### config.mk
export PLATFORM = sky130hd
export DESIGN_NAME = nbs_bar_regs
export DESIGN_NICKNAME = d
export VERILOG_FILES = /design/src/nbs_pkg.sv /design/src/nbs_xlat.sv /design/src/nbs_bar_regs.sv
export SDC_FILE = /design/constraint.sdc
export NUM_CORES = 1
export LEC_CHECK = 0
export BUFFER_PORTS_ARGS = -buffer_cell sky130_fd_sc_hd__buf_2
export CELL_PAD_IN_SITES_DETAIL_PLACEMENT = 1
export CELL_PAD_IN_SITES_GLOBAL_PLACEMENT = 2
export CORE_MARGIN = 5
export CORE_UTILIZATION = 33
export CTS_CLUSTER_DIAMETER = 120
export DETAILED_ROUTE_END_ITERATION = 8
export PLACE_DENSITY = 0.87
export SYNTH_ARGS = -nofsm -noshare
export SYNTH_HDL_FRONTEND = slang
export SYNTH_SLANG_ARGS = --single-unit
### constraint.sdc
create_clock -name clk -period 3.1 [get_ports clk]
set_input_delay 0.155 -clock clk [delete_from_list [all_inputs] [get_ports clk]]
set_output_delay 0.155 -clock clk [all_outputs]
set_load 0.01 [all_outputs]
### src/nbs_pkg.sv
package nbs_pkg;
	// Byte offsets within the endpoint configuration space.
	localparam logic [11:0] OFS_BAR2 = 12'h018;
	localparam logic [11:0] OFS_BAR3 = 12'h01c;
	localparam logic [11:0] OFS_BAR4 = 12'h020;
	localparam logic [11:0] OFS_SETUP2 = 12'h08c;
	localparam logic [11:0] OFS_TBASE2 = 12'h090;
	localparam logic [11:0] OFS_SETUP3 = 12'h094;
	localparam logic [11:0] OFS_TBASE3 = 12'h098;
	localparam logic [11:0] OFS_SETUP4 = 12'h09c;

	// Setup register field positions.
	localparam int POS_SPACE = 0;
	localparam int POS_WIDTH = 1;
	localparam int POS_PREFETCHABLE_SELECT = 3;
	localparam int POS_SIZE = 4;
	localparam int POS_EN = 31;
	// Lowest address bit held by a base-address field.
	localparam int POS_BASE = 4;

	localparam logic [1:0] WIDTH_NARROW = 2'h0;
	localparam logic [1:0] WIDTH_WIDE = 2'h2;
	localparam logic SPACE_MEM = 1'h0;
	localparam logic [5:0] SIZE_MIN = 6'h04;
	localparam logic [5:0] SIZE_NARROW_MAX = 6'h20;
	localparam logic [5:0] SIZE_BAR4 = 6'h0c;
	localparam logic [31:0] TBASE_LO_MASK = 32'hffff_fff0;
	localparam logic [31:0] RST_WORD = 32'h0000_0000;

	typedef struct packed {
		logic en;
		logic [5:0] size;
		logic prefetchable_select;
		logic [1:0] width;
		logic space;
	} nbs_setup_s;

	localparam nbs_setup_s RST_SETUP = '0;

	typedef struct packed {
		logic wr;
		logic rd;
		logic [11:0] addr;
		logic [3:0] be;
		logic [31:0] wdata;
	} nbs_cfg_req_s;

	typedef struct packed {
		logic valid;
		logic io;
		logic [63:0] addr;
	} nbs_xreq_s;

	typedef struct packed {
		logic valid;
		logic [2:0] hit;
		logic [63:0] addr;
	} nbs_xrsp_s;
endpackage

### src/nbs_xlat.sv
module nbs_xlat (
	input wire logic ok, // aperture enabled and sized
	input wire logic space, // aperture space kind, one for I/O
	input wire logic [63:0] base, // aperture base address
	input wire logic [63:0] tbase, // translated base address
	input wire logic [63:0] mask, // address bits compared and replaced
	input wire logic [63:0] addr, // incoming address
	input wire logic io, // incoming request is I/O
	output logic hit, // address falls in the aperture
	output logic [63:0] xaddr // translated address
);
	always_comb begin
		hit = ok && (io == space) && (((addr ^ base) & mask) == 64'h0);
		xaddr = (addr & ~mask) | (tbase & mask);
	end
endmodule

### src/nbs_bar_regs.sv
module nbs_bar_regs (
	input wire logic clk, // 10 MHz clock
	input wire logic arst_n, // fundamental or hot reset
	input wire logic por_n, // power-on reset for kept settings
	input nbs_pkg::nbs_cfg_req_s cfg_req, // configuration access
	output logic cfg_rvalid, // read answer strobe
	output logic [31:0] cfg_rdata, // read answer data
	input nbs_pkg::nbs_xreq_s xreq, // address to translate
	output nbs_pkg::nbs_xrsp_s xrsp, // translation answer
	output logic [2:0] bar_live // BAR2..BAR4 decoding
);
	nbs_pkg::nbs_setup_s setup2_q;
	nbs_pkg::nbs_setup_s setup3_q;
	logic en4_q;
	nbs_pkg::nbs_setup_s setup4;
	logic [31:0] tbase2_q;
	logic [31:0] tbase3_q;
	logic [31:0] base2_q;
	logic [31:0] base3_q;
	logic [31:0] base4_q;
	logic wide2;
	logic [5:0] size2;
	logic [5:0] size3;
	logic [63:0] mask2;
	logic [63:0] mask3;
	logic [63:0] mask4;
	logic [31:0] wmask2;
	logic [31:0] wmask3;
	logic [31:0] wmask4;
	logic ok2;
	logic ok3;
	logic ok4;
	logic [31:0] rdata_d;
	logic [2:0] hit;
	logic [63:0] xaddr2;
	logic [63:0] xaddr3;
	logic [63:0] xaddr4;
	logic [63:0] base2_full;
	logic [63:0] tbase2_full;
	logic wr_setup2;
	logic wr_setup3;
	logic wr_setup4;
	logic wr_tbase2;
	logic wr_tbase3;
	logic wr_bar2;
	logic wr_bar3;
	logic wr_bar4;

	// Size that governs decoding, after the narrow-mode clamp.
	function automatic logic [5:0] eff_size(nbs_pkg::nbs_setup_s s, logic wide);
		logic [5:0] r;
		r = s.size;
		if (!wide && s.size > nbs_pkg::SIZE_NARROW_MAX) begin
			r = nbs_pkg::SIZE_NARROW_MAX;
		end
		return r;
	endfunction

	// One bit per address bit that a base-address field may hold.
	function automatic logic [63:0] addr_mask(logic [5:0] sz);
		logic [63:0] m;
		m = 64'h0;
		for (int i = nbs_pkg::POS_BASE; i < 64; i++) begin
			m[i] = (sz == 6'h0) ||
				(sz >= nbs_pkg::SIZE_MIN && 7'(i) >= {1'b0, sz});
		end
		return m;
	endfunction

	// A BAR decodes only when enabled and given a usable size.
	function automatic logic bar_ok(logic en, logic [5:0] sz);
		return en && !(sz != 6'h0 && sz < nbs_pkg::SIZE_MIN);
	endfunction

	// Read view of a setup register.
	function automatic logic [31:0] setup_view(nbs_pkg::nbs_setup_s s);
		logic [31:0] v;
		v = nbs_pkg::RST_WORD;
		v[nbs_pkg::POS_EN] = s.en;
		v[nbs_pkg::POS_SIZE +: 6] = s.size;
		v[nbs_pkg::POS_PREFETCHABLE_SELECT] = s.prefetchable_select;
		v[nbs_pkg::POS_WIDTH +: 2] = s.space ? 2'h0 : s.width;
		v[nbs_pkg::POS_SPACE] = s.space;
		return v;
	endfunction

	// Stored setup fields laid out as the register word, width not hidden.
	function automatic logic [31:0] setup_raw(nbs_pkg::nbs_setup_s s);
		logic [31:0] v;
		v = nbs_pkg::RST_WORD;
		v[nbs_pkg::POS_EN] = s.en;
		v[nbs_pkg::POS_SIZE +: 6] = s.size;
		v[nbs_pkg::POS_PREFETCHABLE_SELECT] = s.prefetchable_select;
		v[nbs_pkg::POS_WIDTH +: 2] = s.width;
		v[nbs_pkg::POS_SPACE] = s.space;
		return v;
	endfunction

	// Register word back into stored fields; the enable lives at bit 31, not next to the size.
	function automatic nbs_pkg::nbs_setup_s setup_load(logic [31:0] w);
		nbs_pkg::nbs_setup_s s;
		s.en = w[nbs_pkg::POS_EN];
		s.size = w[nbs_pkg::POS_SIZE +: 6];
		s.prefetchable_select = w[nbs_pkg::POS_PREFETCHABLE_SELECT];
		s.width = w[nbs_pkg::POS_WIDTH +: 2];
		s.space = w[nbs_pkg::POS_SPACE];
		return s;
	endfunction

	// Read view of a lower BAR word; a disabled BAR reads as zero.
	function automatic logic [31:0] bar_view(nbs_pkg::nbs_setup_s s, logic [31:0] base,
		logic [31:0] m);
		logic [31:0] v;
		v = base & m;
		v[nbs_pkg::POS_PREFETCHABLE_SELECT] = s.prefetchable_select;
		v[nbs_pkg::POS_WIDTH +: 2] = s.space ? 2'h0 : s.width;
		v[nbs_pkg::POS_SPACE] = s.space;
		return s.en ? v : nbs_pkg::RST_WORD;
	endfunction

	// Byte-lane merge of a write restricted to writable bits.
	function automatic logic [31:0] merge(logic [31:0] old, logic [31:0] wd,
		logic [3:0] be, logic [31:0] wm);
		logic [31:0] m;
		m = {{8{be[3]}}, {8{be[2]}}, {8{be[1]}}, {8{be[0]}}} & wm;
		return (old & ~m) | (wd & m);
	endfunction

	function automatic logic [31:0] setup_wmask(logic width_rw);
		logic [31:0] m;
		m = nbs_pkg::RST_WORD;
		m[nbs_pkg::POS_EN] = 1'b1;
		m[nbs_pkg::POS_SIZE +: 6] = 6'h3f;
		m[nbs_pkg::POS_PREFETCHABLE_SELECT] = 1'b1;
		m[nbs_pkg::POS_WIDTH +: 2] = {2{width_rw}};
		m[nbs_pkg::POS_SPACE] = 1'b1;
		return m;
	endfunction

	always_comb begin
		setup4.en = en4_q;
		setup4.size = nbs_pkg::SIZE_BAR4;
		setup4.prefetchable_select = 1'b0;
		setup4.width = nbs_pkg::WIDTH_NARROW;
		setup4.space = nbs_pkg::SPACE_MEM;
		wide2 = (setup2_q.space == nbs_pkg::SPACE_MEM) &&
			(setup2_q.width == nbs_pkg::WIDTH_WIDE);
		size2 = eff_size(setup2_q, wide2);
		size3 = eff_size(setup3_q, 1'b0);
		mask2 = addr_mask(size2);
		mask3 = addr_mask(size3);
		mask4 = addr_mask(nbs_pkg::SIZE_BAR4);
		ok2 = bar_ok(setup2_q.en, size2);
		ok3 = !wide2 && bar_ok(setup3_q.en, size3);
		ok4 = bar_ok(en4_q, nbs_pkg::SIZE_BAR4);
		wmask2 = setup2_q.en ? mask2[31:0] : nbs_pkg::RST_WORD;
		if (wide2) begin
			wmask3 = setup2_q.en ? mask2[63:32] : nbs_pkg::RST_WORD;
		end else begin
			wmask3 = setup3_q.en ? mask3[31:0] : nbs_pkg::RST_WORD;
		end
		wmask4 = en4_q ? mask4[31:0] : nbs_pkg::RST_WORD;
	end

	always_comb begin
		wr_setup2 = cfg_req.wr && cfg_req.addr == nbs_pkg::OFS_SETUP2;
		wr_setup3 = cfg_req.wr && cfg_req.addr == nbs_pkg::OFS_SETUP3;
		wr_setup4 = cfg_req.wr && cfg_req.addr == nbs_pkg::OFS_SETUP4;
		wr_tbase2 = cfg_req.wr && cfg_req.addr == nbs_pkg::OFS_TBASE2;
		wr_tbase3 = cfg_req.wr && cfg_req.addr == nbs_pkg::OFS_TBASE3;
		wr_bar2 = cfg_req.wr && cfg_req.addr == nbs_pkg::OFS_BAR2;
		wr_bar3 = cfg_req.wr && cfg_req.addr == nbs_pkg::OFS_BAR3;
		wr_bar4 = cfg_req.wr && cfg_req.addr == nbs_pkg::OFS_BAR4;
	end

	// Settings are cleared only at power-on, so hot and fundamental resets keep them.
	always_ff @(posedge clk or negedge por_n) begin
		if (!por_n) begin
			setup2_q <= nbs_pkg::RST_SETUP;
			setup3_q <= nbs_pkg::RST_SETUP;
			en4_q <= 1'b0;
		end else begin
			if (wr_setup2) begin
				setup2_q <= setup_load(merge(setup_raw(setup2_q), cfg_req.wdata, cfg_req.be,
					setup_wmask(1'b1)));
			end
			if (wr_setup3 && !wide2) begin
				setup3_q <= setup_load(merge(setup_raw(setup3_q), cfg_req.wdata, cfg_req.be,
					setup_wmask(1'b0)));
			end
			if (wr_setup4 && cfg_req.be[3]) begin
				en4_q <= cfg_req.wdata[nbs_pkg::POS_EN];
			end
		end
	end

	always_ff @(posedge clk or negedge por_n) begin
		if (!por_n) begin
			tbase2_q <= nbs_pkg::RST_WORD;
			tbase3_q <= nbs_pkg::RST_WORD;
		end else begin
			if (wr_tbase2) begin
				tbase2_q <= merge(tbase2_q, cfg_req.wdata, cfg_req.be, nbs_pkg::TBASE_LO_MASK);
			end
			if (wr_tbase3) begin
				// Low nibble is stored always; it only reads back in wide mode.
				tbase3_q <= merge(tbase3_q, cfg_req.wdata, cfg_req.be, 32'hffff_ffff);
			end
		end
	end

	// BAR base addresses belong to the enumerating host and follow the normal reset.
	always_ff @(posedge clk or negedge arst_n) begin
		if (!arst_n) begin
			base2_q <= nbs_pkg::RST_WORD;
			base3_q <= nbs_pkg::RST_WORD;
			base4_q <= nbs_pkg::RST_WORD;
		end else begin
			if (wr_bar2) begin
				base2_q <= merge(base2_q, cfg_req.wdata, cfg_req.be, wmask2);
			end
			if (wr_bar3) begin
				base3_q <= merge(base3_q, cfg_req.wdata, cfg_req.be, wmask3);
			end
			if (wr_bar4) begin
				base4_q <= merge(base4_q, cfg_req.wdata, cfg_req.be, wmask4);
			end
		end
	end

	always_comb begin
		if (cfg_req.addr == nbs_pkg::OFS_BAR2) begin
			rdata_d = bar_view(setup2_q, base2_q, mask2[31:0]);
		end else if (cfg_req.addr == nbs_pkg::OFS_BAR3) begin
			if (wide2) begin
				rdata_d = setup2_q.en ? (base3_q & mask2[63:32]) : nbs_pkg::RST_WORD;
			end else begin
				rdata_d = bar_view(setup3_q, base3_q, mask3[31:0]);
			end
		end else if (cfg_req.addr == nbs_pkg::OFS_BAR4) begin
			rdata_d = bar_view(setup4, base4_q, mask4[31:0]);
		end else if (cfg_req.addr == nbs_pkg::OFS_SETUP2) begin
			rdata_d = setup_view(setup2_q);
		end else if (cfg_req.addr == nbs_pkg::OFS_TBASE2) begin
			rdata_d = tbase2_q & nbs_pkg::TBASE_LO_MASK;
		end else if (cfg_req.addr == nbs_pkg::OFS_SETUP3) begin
			rdata_d = wide2 ? nbs_pkg::RST_WORD : setup_view(setup3_q);
		end else if (cfg_req.addr == nbs_pkg::OFS_TBASE3) begin
			rdata_d = wide2 ? tbase3_q : (tbase3_q & nbs_pkg::TBASE_LO_MASK);
		end else if (cfg_req.addr == nbs_pkg::OFS_SETUP4) begin
			rdata_d = setup_view(setup4);
		end else begin
			rdata_d = nbs_pkg::RST_WORD;
		end
	end

	always_ff @(posedge clk or negedge arst_n) begin
		if (!arst_n) begin
			cfg_rvalid <= 1'b0;
			cfg_rdata <= nbs_pkg::RST_WORD;
		end else begin
			cfg_rvalid <= cfg_req.rd;
			if (cfg_req.rd) begin
				cfg_rdata <= rdata_d;
			end
		end
	end

	// Narrow apertures compare the upper word against zero and translate it to zero.
	always_comb begin
		base2_full = {wide2 ? base3_q : 32'h0, base2_q};
		tbase2_full = {wide2 ? tbase3_q : 32'h0,
			tbase2_q & nbs_pkg::TBASE_LO_MASK};
	end

	nbs_xlat u_xlat2 (
		.ok(ok2),
		.space(setup2_q.space),
		.base(base2_full),
		.tbase(tbase2_full),
		.mask(wide2 ? mask2 : {32'hffff_ffff, mask2[31:0]}),
		.addr(xreq.addr),
		.io(xreq.io),
		.hit(hit[0]),
		.xaddr(xaddr2)
	);

	nbs_xlat u_xlat3 (
		.ok(ok3),
		.space(setup3_q.space),
		.base({32'h0, base3_q}),
		.tbase({32'h0, tbase3_q & nbs_pkg::TBASE_LO_MASK}),
		.mask({32'hffff_ffff, mask3[31:0]}),
		.addr(xreq.addr),
		.io(xreq.io),
		.hit(hit[1]),
		.xaddr(xaddr3)
	);

	// BAR4 has no translated-base register here, so its window passes untranslated.
	nbs_xlat u_xlat4 (
		.ok(ok4),
		.space(nbs_pkg::SPACE_MEM),
		.base({32'h0, base4_q}),
		.tbase({32'h0, base4_q}),
		.mask({32'hffff_ffff, mask4[31:0]}),
		.addr(xreq.addr),
		.io(xreq.io),
		.hit(hit[2]),
		.xaddr(xaddr4)
	);

	always_ff @(posedge clk or negedge arst_n) begin
		if (!arst_n) begin
			xrsp <= '0;
		end else begin
			xrsp.valid <= xreq.valid;
			if (xreq.valid) begin
				xrsp.hit <= hit;
				if (hit[0]) begin
					xrsp.addr <= xaddr2;
				end else if (hit[1]) begin
					xrsp.addr <= xaddr3;
				end else if (hit[2]) begin
					xrsp.addr <= xaddr4;
				end else begin
					xrsp.addr <= xreq.addr;
				end
			end
		end
	end

	always_ff @(posedge clk or negedge arst_n) begin
		if (!arst_n) begin
			bar_live <= 3'h0;
		end else begin
			bar_live <= {ok4, ok3, ok2};
		end
	end
endmodule

# --- Yosys cells after proc, flatten, opt, wreduce, memory -nomap -nowiden ---
# Cells that the tools add are included.
totals:
  register_bits: 287
  input_bits: 119
  out_inout_bits: 104
  wordCells: 414
op_classes:
  magnitude_cmp: 93
  n_eq_ne: 11
  muxes: 30
  bitwise: 50
  n_reduce_logical: 208
ops:
  columns: ["op", "n"]
  rows:
  - ["2-to-1 mux 32 bit", 21]
  - ["bitwise AND 32 bit", 20]
  - ["bitwise AND 64 bit", 5]
  - ["2-to-1 mux 64 bit", 4]
  - ["inverter 32 bit", 7]
  - ["bitwise OR 32 bit", 7]
  - ["greater-or-equal comparator 5 x 6 -> 1 bit (first input constant)", 32]
  - ["zero test 64 bit", 3]
  - ["greater-or-equal comparator 6 bit (first input constant)", 31]
  - ["inverter 64 bit", 2]
  - ["bitwise OR 64 bit", 2]
  - ["bitwise XOR 64 x 32 -> 64 bit", 2]
  - ["logical AND 1 bit", 110]
  - ["greater-or-equal comparator 4 x 6 -> 1 bit (first input constant)", 16]
  - ["logical OR 1 bit", 88]
  - ["bitwise AND 32 x 64 -> 64 bit", 1]
  - ["bitwise XOR 64 bit", 1]
  - ["equality test 12 x 8 -> 1 bit (second input constant)", 5]
  - ["greater-or-equal comparator 3 x 6 -> 1 bit (first input constant)", 8]
  - ["bitwise OR 12 x 32 -> 32 bit", 1]
  - ["equality test 12 x 5 -> 1 bit (second input constant)", 2]
  - ["equality test 12 x 6 -> 1 bit (second input constant)", 1]
  - ["greater-or-equal comparator 6 x 3 -> 1 bit (second input constant)", 2]
  - ["greater-than comparator 6 bit (second input constant)", 2]
  - ["other kinds (10)", 19]

# --- Depth between registers and ports, before layout ---
# Gate-level depths: netlist of the first run.
logic_depth:
  depth_word: 14
  mapped_depth: 14

# --- Hierarchy ---
# Synthesis of the first run repeated with hierarchy kept, for this count alone.
unflattened:
  hier_cells: 2226
  area_unflattened_um2: 21064.0
modules_own_cells:
  columns: ["module", "instances", "cells_each", "area_per_inst_um2"]
  rows:
  - ["nbs_bar_regs", 1, 1719, 16131.7]
  - ["nbs_xlat", 3, 169, 1644.1]

# --- Least setup slack after synthesis of the first run ---
# No wires, ideal clock.
synth_path:
  kind: "register -> register"
  from: "register with a tool-made name"
  to: "register xrsp[32] in the netlist's numbering"
  setup_ns: 0.120
  arrival_ns: 3.112
  required_ns: 2.980
  slack_ns: -0.132
  path_stages_with_launch: 13
  period_less_slack_ns: 3.232
  path_cell_list: "dfrtp_1 or4_1 buf_2 o21ai_4 a2111oi_0 a2111o_1 nor4_2 nand4_2 nor3_4 buf_4 buf_6 a31oi_1 a31o_1"
synth_rtl:
  columns: ["item", "line_no", "rtl"]
  rows:
  - ["end, declared", "nbs_bar_regs.sv:9", "output nbs_pkg::nbs_xrsp_s xrsp,"]

==> results of run 1 <==
## cells in the final DEF, fill, tap and decap left out, types with 23 or more instances in the layout
master,synthesis,routed
inv_1,29,29
o21ai_0,51,43
buf_2,23,219
dfrtp_1,265,262
nand4_1,37,37
mux2i_1,73,69
a41oi_1,25,25
xor2_1,32,32
buf_6,6,23
nor2_1,126,122
xnor2_1,48,48
buf_4,2,370
o22ai_1,28,27
clkbuf_16,0,30
a31oi_1,37,33
a21oi_1,67,56
mux2_2,185,178
nand3_1,89,88
nand2_1,159,156
dlygate4sd3_1,0,57
## area by class of cell
class	instances	area, µm²
tap	680	851
timing repair buffer	700	5350
sequential	265	6640
antenna	1	2.50
inverter	30	113
fill	5823	27000
multi-input combinational	1360	10200
clock inverter	10	81.3
clock buffer	40	848
## critical path: stages, from the launching register on
cell	delay, ns
dfrtp_1	0.39
buf_6	0.12
buf_4	0.28
inv_1	0.19
buf_4	0.19
o21ai_4	0.05
buf_4	0.14
a21oi_2	0.04
a2111o_1	0.40
nor4_2	0.26
nand4_1	0.23
nor3_4	0.27
buf_6	0.19
buf_8	0.14
buf_12	0.15
mux2i_2	0.25
mux2_4	0.19
## logic make-up (layout without fill, tap and decap cells)
| group | Yosys count | count (layout) | synth area share [%] |
|---|---|---|---|
| other | 0 | 1 | 0 |
| flip-flops | 265 | 265 | 39.1 |
| buffers and inverters | 163 | 780 | 4.09 |
| XOR/XNOR | 80 | 80 | 4.14 |
| AND/OR/NAND/NOR | 606 | 606 | 18.2 |
| AO/OA/AOI/OAI | 415 | 415 | 17.8 |
| multiplexers | 258 | 258 | 16.6 |
| adder cells (fa/ha/maj) | 1 | 1 | 0.0591 |
## path summary, 6_finish.rpt
kind	from	endpoint	slack [ns]	cells after the start
hold reg to reg	xrsp[36]	xrsp[36]	0.49	2
setup / recovery	register	xrsp[31]	-0.47	16
hold / removal	xreq[65]	xrsp[67]	0.007	2
max in group asynchronous	arst_n	async pin	2.10	3
setup reg to reg	register	xrsp[31]	-0.47	16
min in group asynchronous	por_n	en4_q	0.06	2
## metal layers
metal | routed length (µm) | vias up
met5 | 43 | -
met4 | 4750 | 8
met3 | 9780 | 226
met2 | 43200 | 997
met1 | 41000 | 9784
li1 | - | 7954
## metrics by stage
stage          TNS (ns)  setup WS (ns)  instances  utilization [%]
3_5_place_dp     -39.27         -0.761       2936             42.1
3_3_place_gp     -61.74          -1.25       2935             42.0
6_report         -21.22         -0.469       3086             47.1
2_1_floorplan    -0.475        -0.0509       1788                -
4_1_cts          -14.99         -0.323       3083             47.0
5_1_grt          -26.64         -0.524       3085             47.1
## power groups by stage
stage	Clock, mW	Combinational, mW	Sequential, mW
2_1_floorplan	0	0.331	3.74
3_3_place_gp	0	0.958	3.71
3_5_place_dp	0	0.977	3.71
4_1_cts	3.53	1.06	3.65
5_1_grt	3.67	1.15	3.66
6_report	3.50	1.09	3.65
## what timing repair did
item,4_1_cts,5_1_grt
gates resized for setup,124,21
hold endpoints to repair,285,0
hold buffers,57,0
buffers inserted,38,4
cloned,6,0
pin swaps,50,13
setup endpoints to repair,61,61
==> flow_summary.ini, run 1 <==
[yosys]
synth_seq_cells = 265
synth_fp_nets = 1907
seq_area_frac_synth_pct = 39.1
avgSynthCellArea_um2 = 9.47
synth.largest_area_cell = dfrtp_1
synth_cell_type_count = 92
syn_inst = 1788
yosysMostFrequentCell = dfrtp_1
async_flop_share_pct = 100
synth_warnings = 0
netlist.area_leader.share_pct = 39.1
synthTopCellsByArea = dfrtp_1 39%, mux2_2 12%, mux2i_1 4.3%
synth_ff_type = dfrtp_1
synth_commonest_cells = 265 x dfrtp_1, 185 x mux2_2, 159 x nand2_1
synth_edf_count = 0
synth_area_um2 = 16900

[power]
pwr-share-seq_pct = 44.3
combPwrFrac_pct = 13.2
p_total_mw = 8.24
p_int_mw = 5.92
clkPwrFrac_pct = 42.5
p_sw_share_pct = 28.1
peakVddDrop_mv = 0.403
leakagePower_nw = 11.1
switchingPower_mw = 2.32
powerDensity_nw_per_um2 = 342

[timing]
worst_slack_ns = -0.469
period_share_pct = 115
slew_headroom_pct = 24.1
max_freq_ghz = 0.280
worst_pin_slew_ns = 1.13
finalSetupViolCount = 61
whs_ns = 0.00658
post-route-min-period_ns = 3.57
rsz0062_at_grt = true
hold_violations = 0
drv_slew = 0
finClkSkew_ns = 0.0186

[layout]
drive_gt1_share_pct = 41.1
area_growth_pct = 42.2
stdcell_area_um2 = 24100
nNetsFinal = 2506

[global_routing]
grtUsageMet2_pct = 52.2
grt_max_degree = 93
grt_pass1_vias = 19700
met3_usage_pct = 7.87
grt_pass1_wl_um = 141000
grt.overflow.total = 0
busiest_layer = met2
track_usage_pct = 33.8
use_met1_pct = 46.4
antenna_found_initial = 8

[floorplan]
dieArea_um2 = 56000
rows = 83
pin_count = 223
die_h_um = 237
start_util_pct = 33.2
core_um2 = 51100
die_w_um = 237

[clock_tree]
clk_path_buf_depth = 3
path_clk_slew_ns = 0.06
cts_tree = built
root_buffer = clkbuf_16
clkSinkCount = 265
htree_levels = 1
clock_latency_ns = 0.63
cts_made_buffers = 30

[detailed_routing]
dr_total_vias = 19000
wl_per_cell_um = 32.0
dr.pass1.iters = 6
routed_wl_um = 98700
drc_errors = 0
routed_via_density = 6.15
first_iter_violations = 2137
ant_nets = 0

[placed_design]
placed_cell_area_um2 = 21500
dpl.hpwl_um = 76100
portBuffers = 222
gp_congestion = 1.06

[worst_setup_path]
cp-start-kind = register
path_max_fanout = 16
cp.required_ns = 3.66
cp.arrival_ns = 4.13
worstSetupPathType = reg -> reg
endpoint_kind = register

[hold_path]
hold_path_class = in -> reg

[run_status]
outcome = finished with violations
failed_checks = negative setup slack

[job]
cap_violations = 0
Note: power is estimated with default switching activity, not from simulation.
==> inputs of run 2 (changes only) <==
Settings changed: MAX_ROUTING_LAYER set to met4.
==> run 2 against run 1 <==
Net effect: the run still ends with negative setup slack left; clock-buffer cell count up 10; cell count up 0.87%; combinational power about the same; largest power group is now clock; critical path depth down 4; cell area up 0.64%; die area unchanged; power up 9.6%; critical path type unchanged; register-to-register slack worse by 0.06 ns; maximum frequency down 1.7%; first-iteration DRC count down 8.4%.
==> flow_summary.ini, run 2 (same netlist as run 1, synthesis figures left out) <==
[run_status]
outcome = finished with violations
failed_checks = negative setup slack

[worst_setup_path]
endpoint_kind = register
cp.required_ns = 3.55
worstSetupPathType = reg -> reg
cp.arrival_ns = 4.08
path_max_fanout = 8
cp-start-kind = register

[floorplan]
die_h_um = 237
core_um2 = 51100
rows = 83
start_util_pct = 33.2
dieArea_um2 = 56000
die_w_um = 237
pin_count = 223

[placed_design]
dpl.hpwl_um = 79400
placed_cell_area_um2 = 21700
gp_congestion = 1.06
portBuffers = 222

[power]
combPwrFrac_pct = 12.0
p_int_mw = 6.60
p_sw_share_pct = 26.9
peakVddDrop_mv = 0.451
switchingPower_mw = 2.42
pwr-share-seq_pct = 40.4
leakagePower_nw = 11.2
powerDensity_nw_per_um2 = 372
clkPwrFrac_pct = 47.6

[clock_tree]
root_buffer = clkbuf_16
cts_made_buffers = 35
htree_levels = 2
cts_tree = built
path_clk_slew_ns = 0.06
clk_path_buf_depth = 3
clkSinkCount = 265
clock_latency_ns = 0.55

[detailed_routing]
routed_wl_um = 102000
ant_nets = 0
dr.pass1.iters = 7
wl_per_cell_um = 32.8
first_iter_violations = 1957
routed_via_density = 6.10
dr_total_vias = 19000
drc_errors = 0

[layout]
area_growth_pct = 43.1
layout_common_cells = 409 x buf_4, 262 x dfrtp_1, 219 x buf_2
drive_gt1_share_pct = 41.6
stdcell_area_um2 = 24200
fillers = 5851
final_common_cell = buf_4
nNetsFinal = 2520

[timing]
hold_violations = 0
period_share_pct = 117
worst_slack_ns = -0.531
max_freq_ghz = 0.275
finalSetupViolCount = 61
rsz0062_at_grt = true
finClkSkew_ns = 0.0181
worst_pin_slew_ns = 1.05
slew_headroom_pct = 30.2
drv_slew = 0
setup_tns_ns = -28.32
post-route-min-period_ns = 3.63

[job]
cap_violations = 0

[global_routing]
grt_max_degree = 93
antenna_found_initial = 9
grt.overflow.total = 0
grt_pass1_vias = 19800
grt_pass1_wl_um = 146000
track_usage_pct = 36.2

[hold_path]
hold_path_class = in -> reg
run 2: cell types whose count changed in the layout (fill, tap and decap cells not counted), moves of 5 or more:
cell	change
a21oi_1	+5
buf_4	+39
buf_6	-10
clkbuf_16	+7
diode_2	+7
dlygate4sd3_1	-20
run 2: area by class of cell:
class | count | area (µm²) | area share [%]
diodes | 8 | 20.0 | 0.0826
clock buffers | 50 | 1040 | 4.31
clock inverters | 11 | 140 | 0.578
inverters | 30 | 113 | 0.465
multi-input cells | 1360 | 10100 | 41.7
flip-flops and latches | 265 | 6640 | 27.4
well taps | 680 | 851 | 3.51
repair buffers | 709 | 5320 | 22.0
run 2: metal layers:
layer	global-route usage, %	part of all wire (%)	wire length (µm)
met1	48.2	42	43100
met2	54.6	45	45700
met3	9.39	9.7	9910
met4	11.0	3.3	3410
met5	-	0	0
run 2: power by group through the flow:
stage	Clock (mW)	Sequential [mW]	Combinational [mW]
after global routing	4.47	3.66	1.15
final	4.29	3.65	1.08
after global placement	0	3.70	0.981
after CTS	4.33	3.65	1.06
after floorplan	0	3.74	0.331
after detailed placement	0	3.71	0.997
run 2: critical path, stage by stage (launching register included):
cell and delay, ns:
dfrtp_2 0.46, buf_4 0.16, or4_4 0.56, o21ai_4 0.20
a2111oi_4 0.10, a2111o_1 0.47, nor4_4 0.34, nand4_2 0.19
nor3_4 0.27, buf_6 0.21, buf_6 0.13, nand3_4 0.17
o31ai_2 0.26
run 2: per-stage QoR:
stage | setup slack [ns] | std cells | hold WS, ns | utilization [%] | power [mW]
floorplan | -0.0509 | 1788 | -0.141 | - | 4.07
global placement | -1.37 | 2966 | 0.224 | 42.4 | 4.69
detailed placement | -0.994 | 2967 | 0.228 | 42.4 | 4.70
CTS | -0.421 | 3091 | 0.00403 | 46.9 | 9.04
global route | -0.619 | 3111 | 0.0175 | 47.4 | 9.27
finish | -0.531 | 3113 | 0.0202 | 47.4 | 9.03
run 2: path summary, 6_finish.rpt:
kind / start / to / slack [ns] / depth (start not counted)
min reg2reg: xrsp[36] / xrsp[36] / 0.50 / 2
max in group asynchronous: arst_n / bar_live[2] / 1.91 / 3
min: xreq[57] / xrsp[57] / 0.02 / 4
max reg2reg: register / xrsp[41] / -0.53 / 12
min in group asynchronous: arst_n / xrsp[53] / 0.20 / 2
max: register / xrsp[41] / -0.53 / 12
run 2: what timing repair did:
item                                    4_1_cts  5_1_grt
hold buffers                                 37        0
setup buffers                                22       21
hold endpoints to repair                    266        0
gates cloned                                  7        0
resized for setup                            79       48
pin swaps                                    23       30
endpoints found under the setup margin       62       62
==> inputs of run 3 (changes only) <==
Settings changed: ABC_AREA set to 0, MAX_ROUTING_LAYER met4 to not set, SKIP_CTS_REPAIR_TIMING set to 1.
==> run 3 against run 2 <==
Net effect: the run ends with negative hold slack, negative setup slack left; maximum frequency rose by 0.37%; non-clock buffer count down 36; sequential share of layout area grew 0.86 points; via count is 1.5% lower; first-iteration DRC count down 6.7%; cell area is 3.1% lower.
==> flow_summary.ini, run 3 (same netlist as run 1, synthesis figures left out) <==
[worst_setup_path]
r2r_slack_ns = -0.52
cp.required_ns = 3.62
critPathSlowestCell = dfrtp_2
endpoint_kind = register
worstSetupPathType = reg -> reg
crit_family = simple AND/OR/NAND/NOR gates
r2r-end = xrsp[43]
path_cells = buf_12 > buf_4 > nor2_1 > buf_4 > a211oi_1 > buf_4 > a22oi_1 > o311ai_2 > nor4_4 > nand4_2 > nor3_4 > buf_4 > buf_12 > nand4_1 > a31oi_1
cp.arrival_ns = 4.14
crit_path_max_incr_delay_ns = 0.46
path_max_fanout = 15
path_common_cell = buf_4
worstRegToRegCells = 15
path_buf_inv = 6
cp-start-kind = register

[timing]
whs_ns = -0.00721
rsz0062_at_grt = true
drv_slew = 0
post-route-min-period_ns = 3.62
max_freq_ghz = 0.276
worst_slack_ns = -0.518
period_share_pct = 117
hold_violations = 2
worst_pin_slew_ns = 1.18
finClkSkew_ns = 0.0242
finalSetupViolCount = 61
slew_headroom_pct = 20.7

[clock_tree]
cts_tree = built
clkSinkCount = 265
root_buffer = clkbuf_16
htree_levels = 1
path_clk_slew_ns = 0.07
clk_path_buf_depth = 3
cts_made_buffers = 30
clock_latency_ns = 0.63

[hold_path]
hold_start = xreq[52]
hold_path_class = in -> reg
min_path_cells = 3
hold-path-endpoint = xrsp[52]

[detailed_routing]
dr.pass1.iters = 6
wl_met2_um = 42600
dr_total_vias = 18700
top_layer = met5
routed_via_density = 6.11
ant_nets = 0
wl_met1_um = 40400
drc_errors = 0
wl_met3_um = 10300
routed_wl_um = 98200
wl_per_cell_um = 32.1
first_iter_violations = 1826

[placed_design]
dpl.hpwl_um = 76100
portBuffers = 222
gp_congestion = 1.06

[global_routing]
grt_pass1_wl_um = 136000
grt_pass1_vias = 18900
grt.overflow.total = 0
track_usage_pct = 32.7
antenna_found_initial = 9
grt_max_degree = 93

[power]
powerDensity_nw_per_um2 = 350
p_total_mw = 8.21
pwr-share-seq_pct = 44.4
switchingPower_mw = 2.31
p_sw_share_pct = 28.1
p_int_mw = 5.91
clkPwrFrac_pct = 42.7
peakVddDrop_mv = 0.402
leakagePower_nw = 10.8
combPwrFrac_pct = 12.9

[floorplan]
dieArea_um2 = 56000
core_um2 = 51100
pin_count = 223
die_h_um = 237
die_w_um = 237
rows = 83
start_util_pct = 33.2

[run_status]
failed_checks = negative hold slack, negative setup slack
outcome = finished with violations

[layout]
utilization_pct = 46.0
final_common_cell = buf_4
drive_gt1_share_pct = 39.2
area_growth_pct = 38.7
nNetsFinal = 2479
layout_common_cells = 365 x buf_4, 262 x dfrtp_1, 219 x buf_2

[job]
cap_violations = 0
run 3: cell count changes in the layout (fill, tap and decap cells not counted), sizes merged:
cell,change
buf,-51
bufbuf,-1
bufinv,-3
clkbuf,-6
clkinv,+3
diode,-6
dlygate4sd3,+12
inv,-1
run 3: final cells by class:
cell class	count	area [µm²]
Timing Repair Buffer	673	5020
Clock inverter	10	81.3
Antenna cell	2	5.00
Inverter	30	113
Clock buffer	40	848
Tap cell	680	851
Multi-Input combinational cell	1360	9950
Fill cell	5873	27600
Sequential cell	265	6640
run 3: worst max-delay path by stage:
stage / start / to / slack, ns / cells past startpoint
3_3_place_gp: register / xrsp[9] / -1.25 / 13
5_1_grt: register / xrsp[53] / -0.56 / 15
6_report: register / xrsp[43] / -0.52 / 15
2_1_floorplan: register / xrsp[32] / -0.05 / 12
4_1_cts: register / xrsp[52] / -0.85 / 13
3_5_place_dp: register / xrsp[52] / -0.76 / 13
run 3: per-stage QoR:
stage / instances / setup WS, ns / setup TNS, ns / cell area [µm²]
floorplan: 1788 / -0.0509 / -0.475 / 17000
global placement: 2935 / -1.25 / -61.74 / 21500
detailed placement: 2936 / -0.761 / -39.27 / 21500
CTS: 2986 / -0.850 / -43.91 / 22400
global route: 3058 / -0.563 / -31.17 / 23500
finish: 3060 / -0.518 / -28.15 / 23500
run 3: worst register-to-register path, delay by kind of cell, from the launching register on:
kind | cells | cell delay, ns
flops | 1 | 0.46
simple gates | 5 | 1.06
compound gates | 4 | 0.94
buf+inv | 6 | 1.06
run 3: power by group through the flow:
stage	logic, mW	clock network (mW)	registers (mW)
after floorplan	0.331	0	3.74
after global placement	0.958	0	3.71
after detailed placement	0.977	0	3.71
after CTS	0.984	3.53	3.65
after global routing	1.13	3.67	3.66
final	1.06	3.51	3.65
run 3: metal layers:
layer / up-vias / track usage (%)
met5: - / 0
met1: 9603 / 44.2
met2: 966 / 49.5
li1: 7888 / -
met3: 234 / 10.1
met4: 10 / 11.9
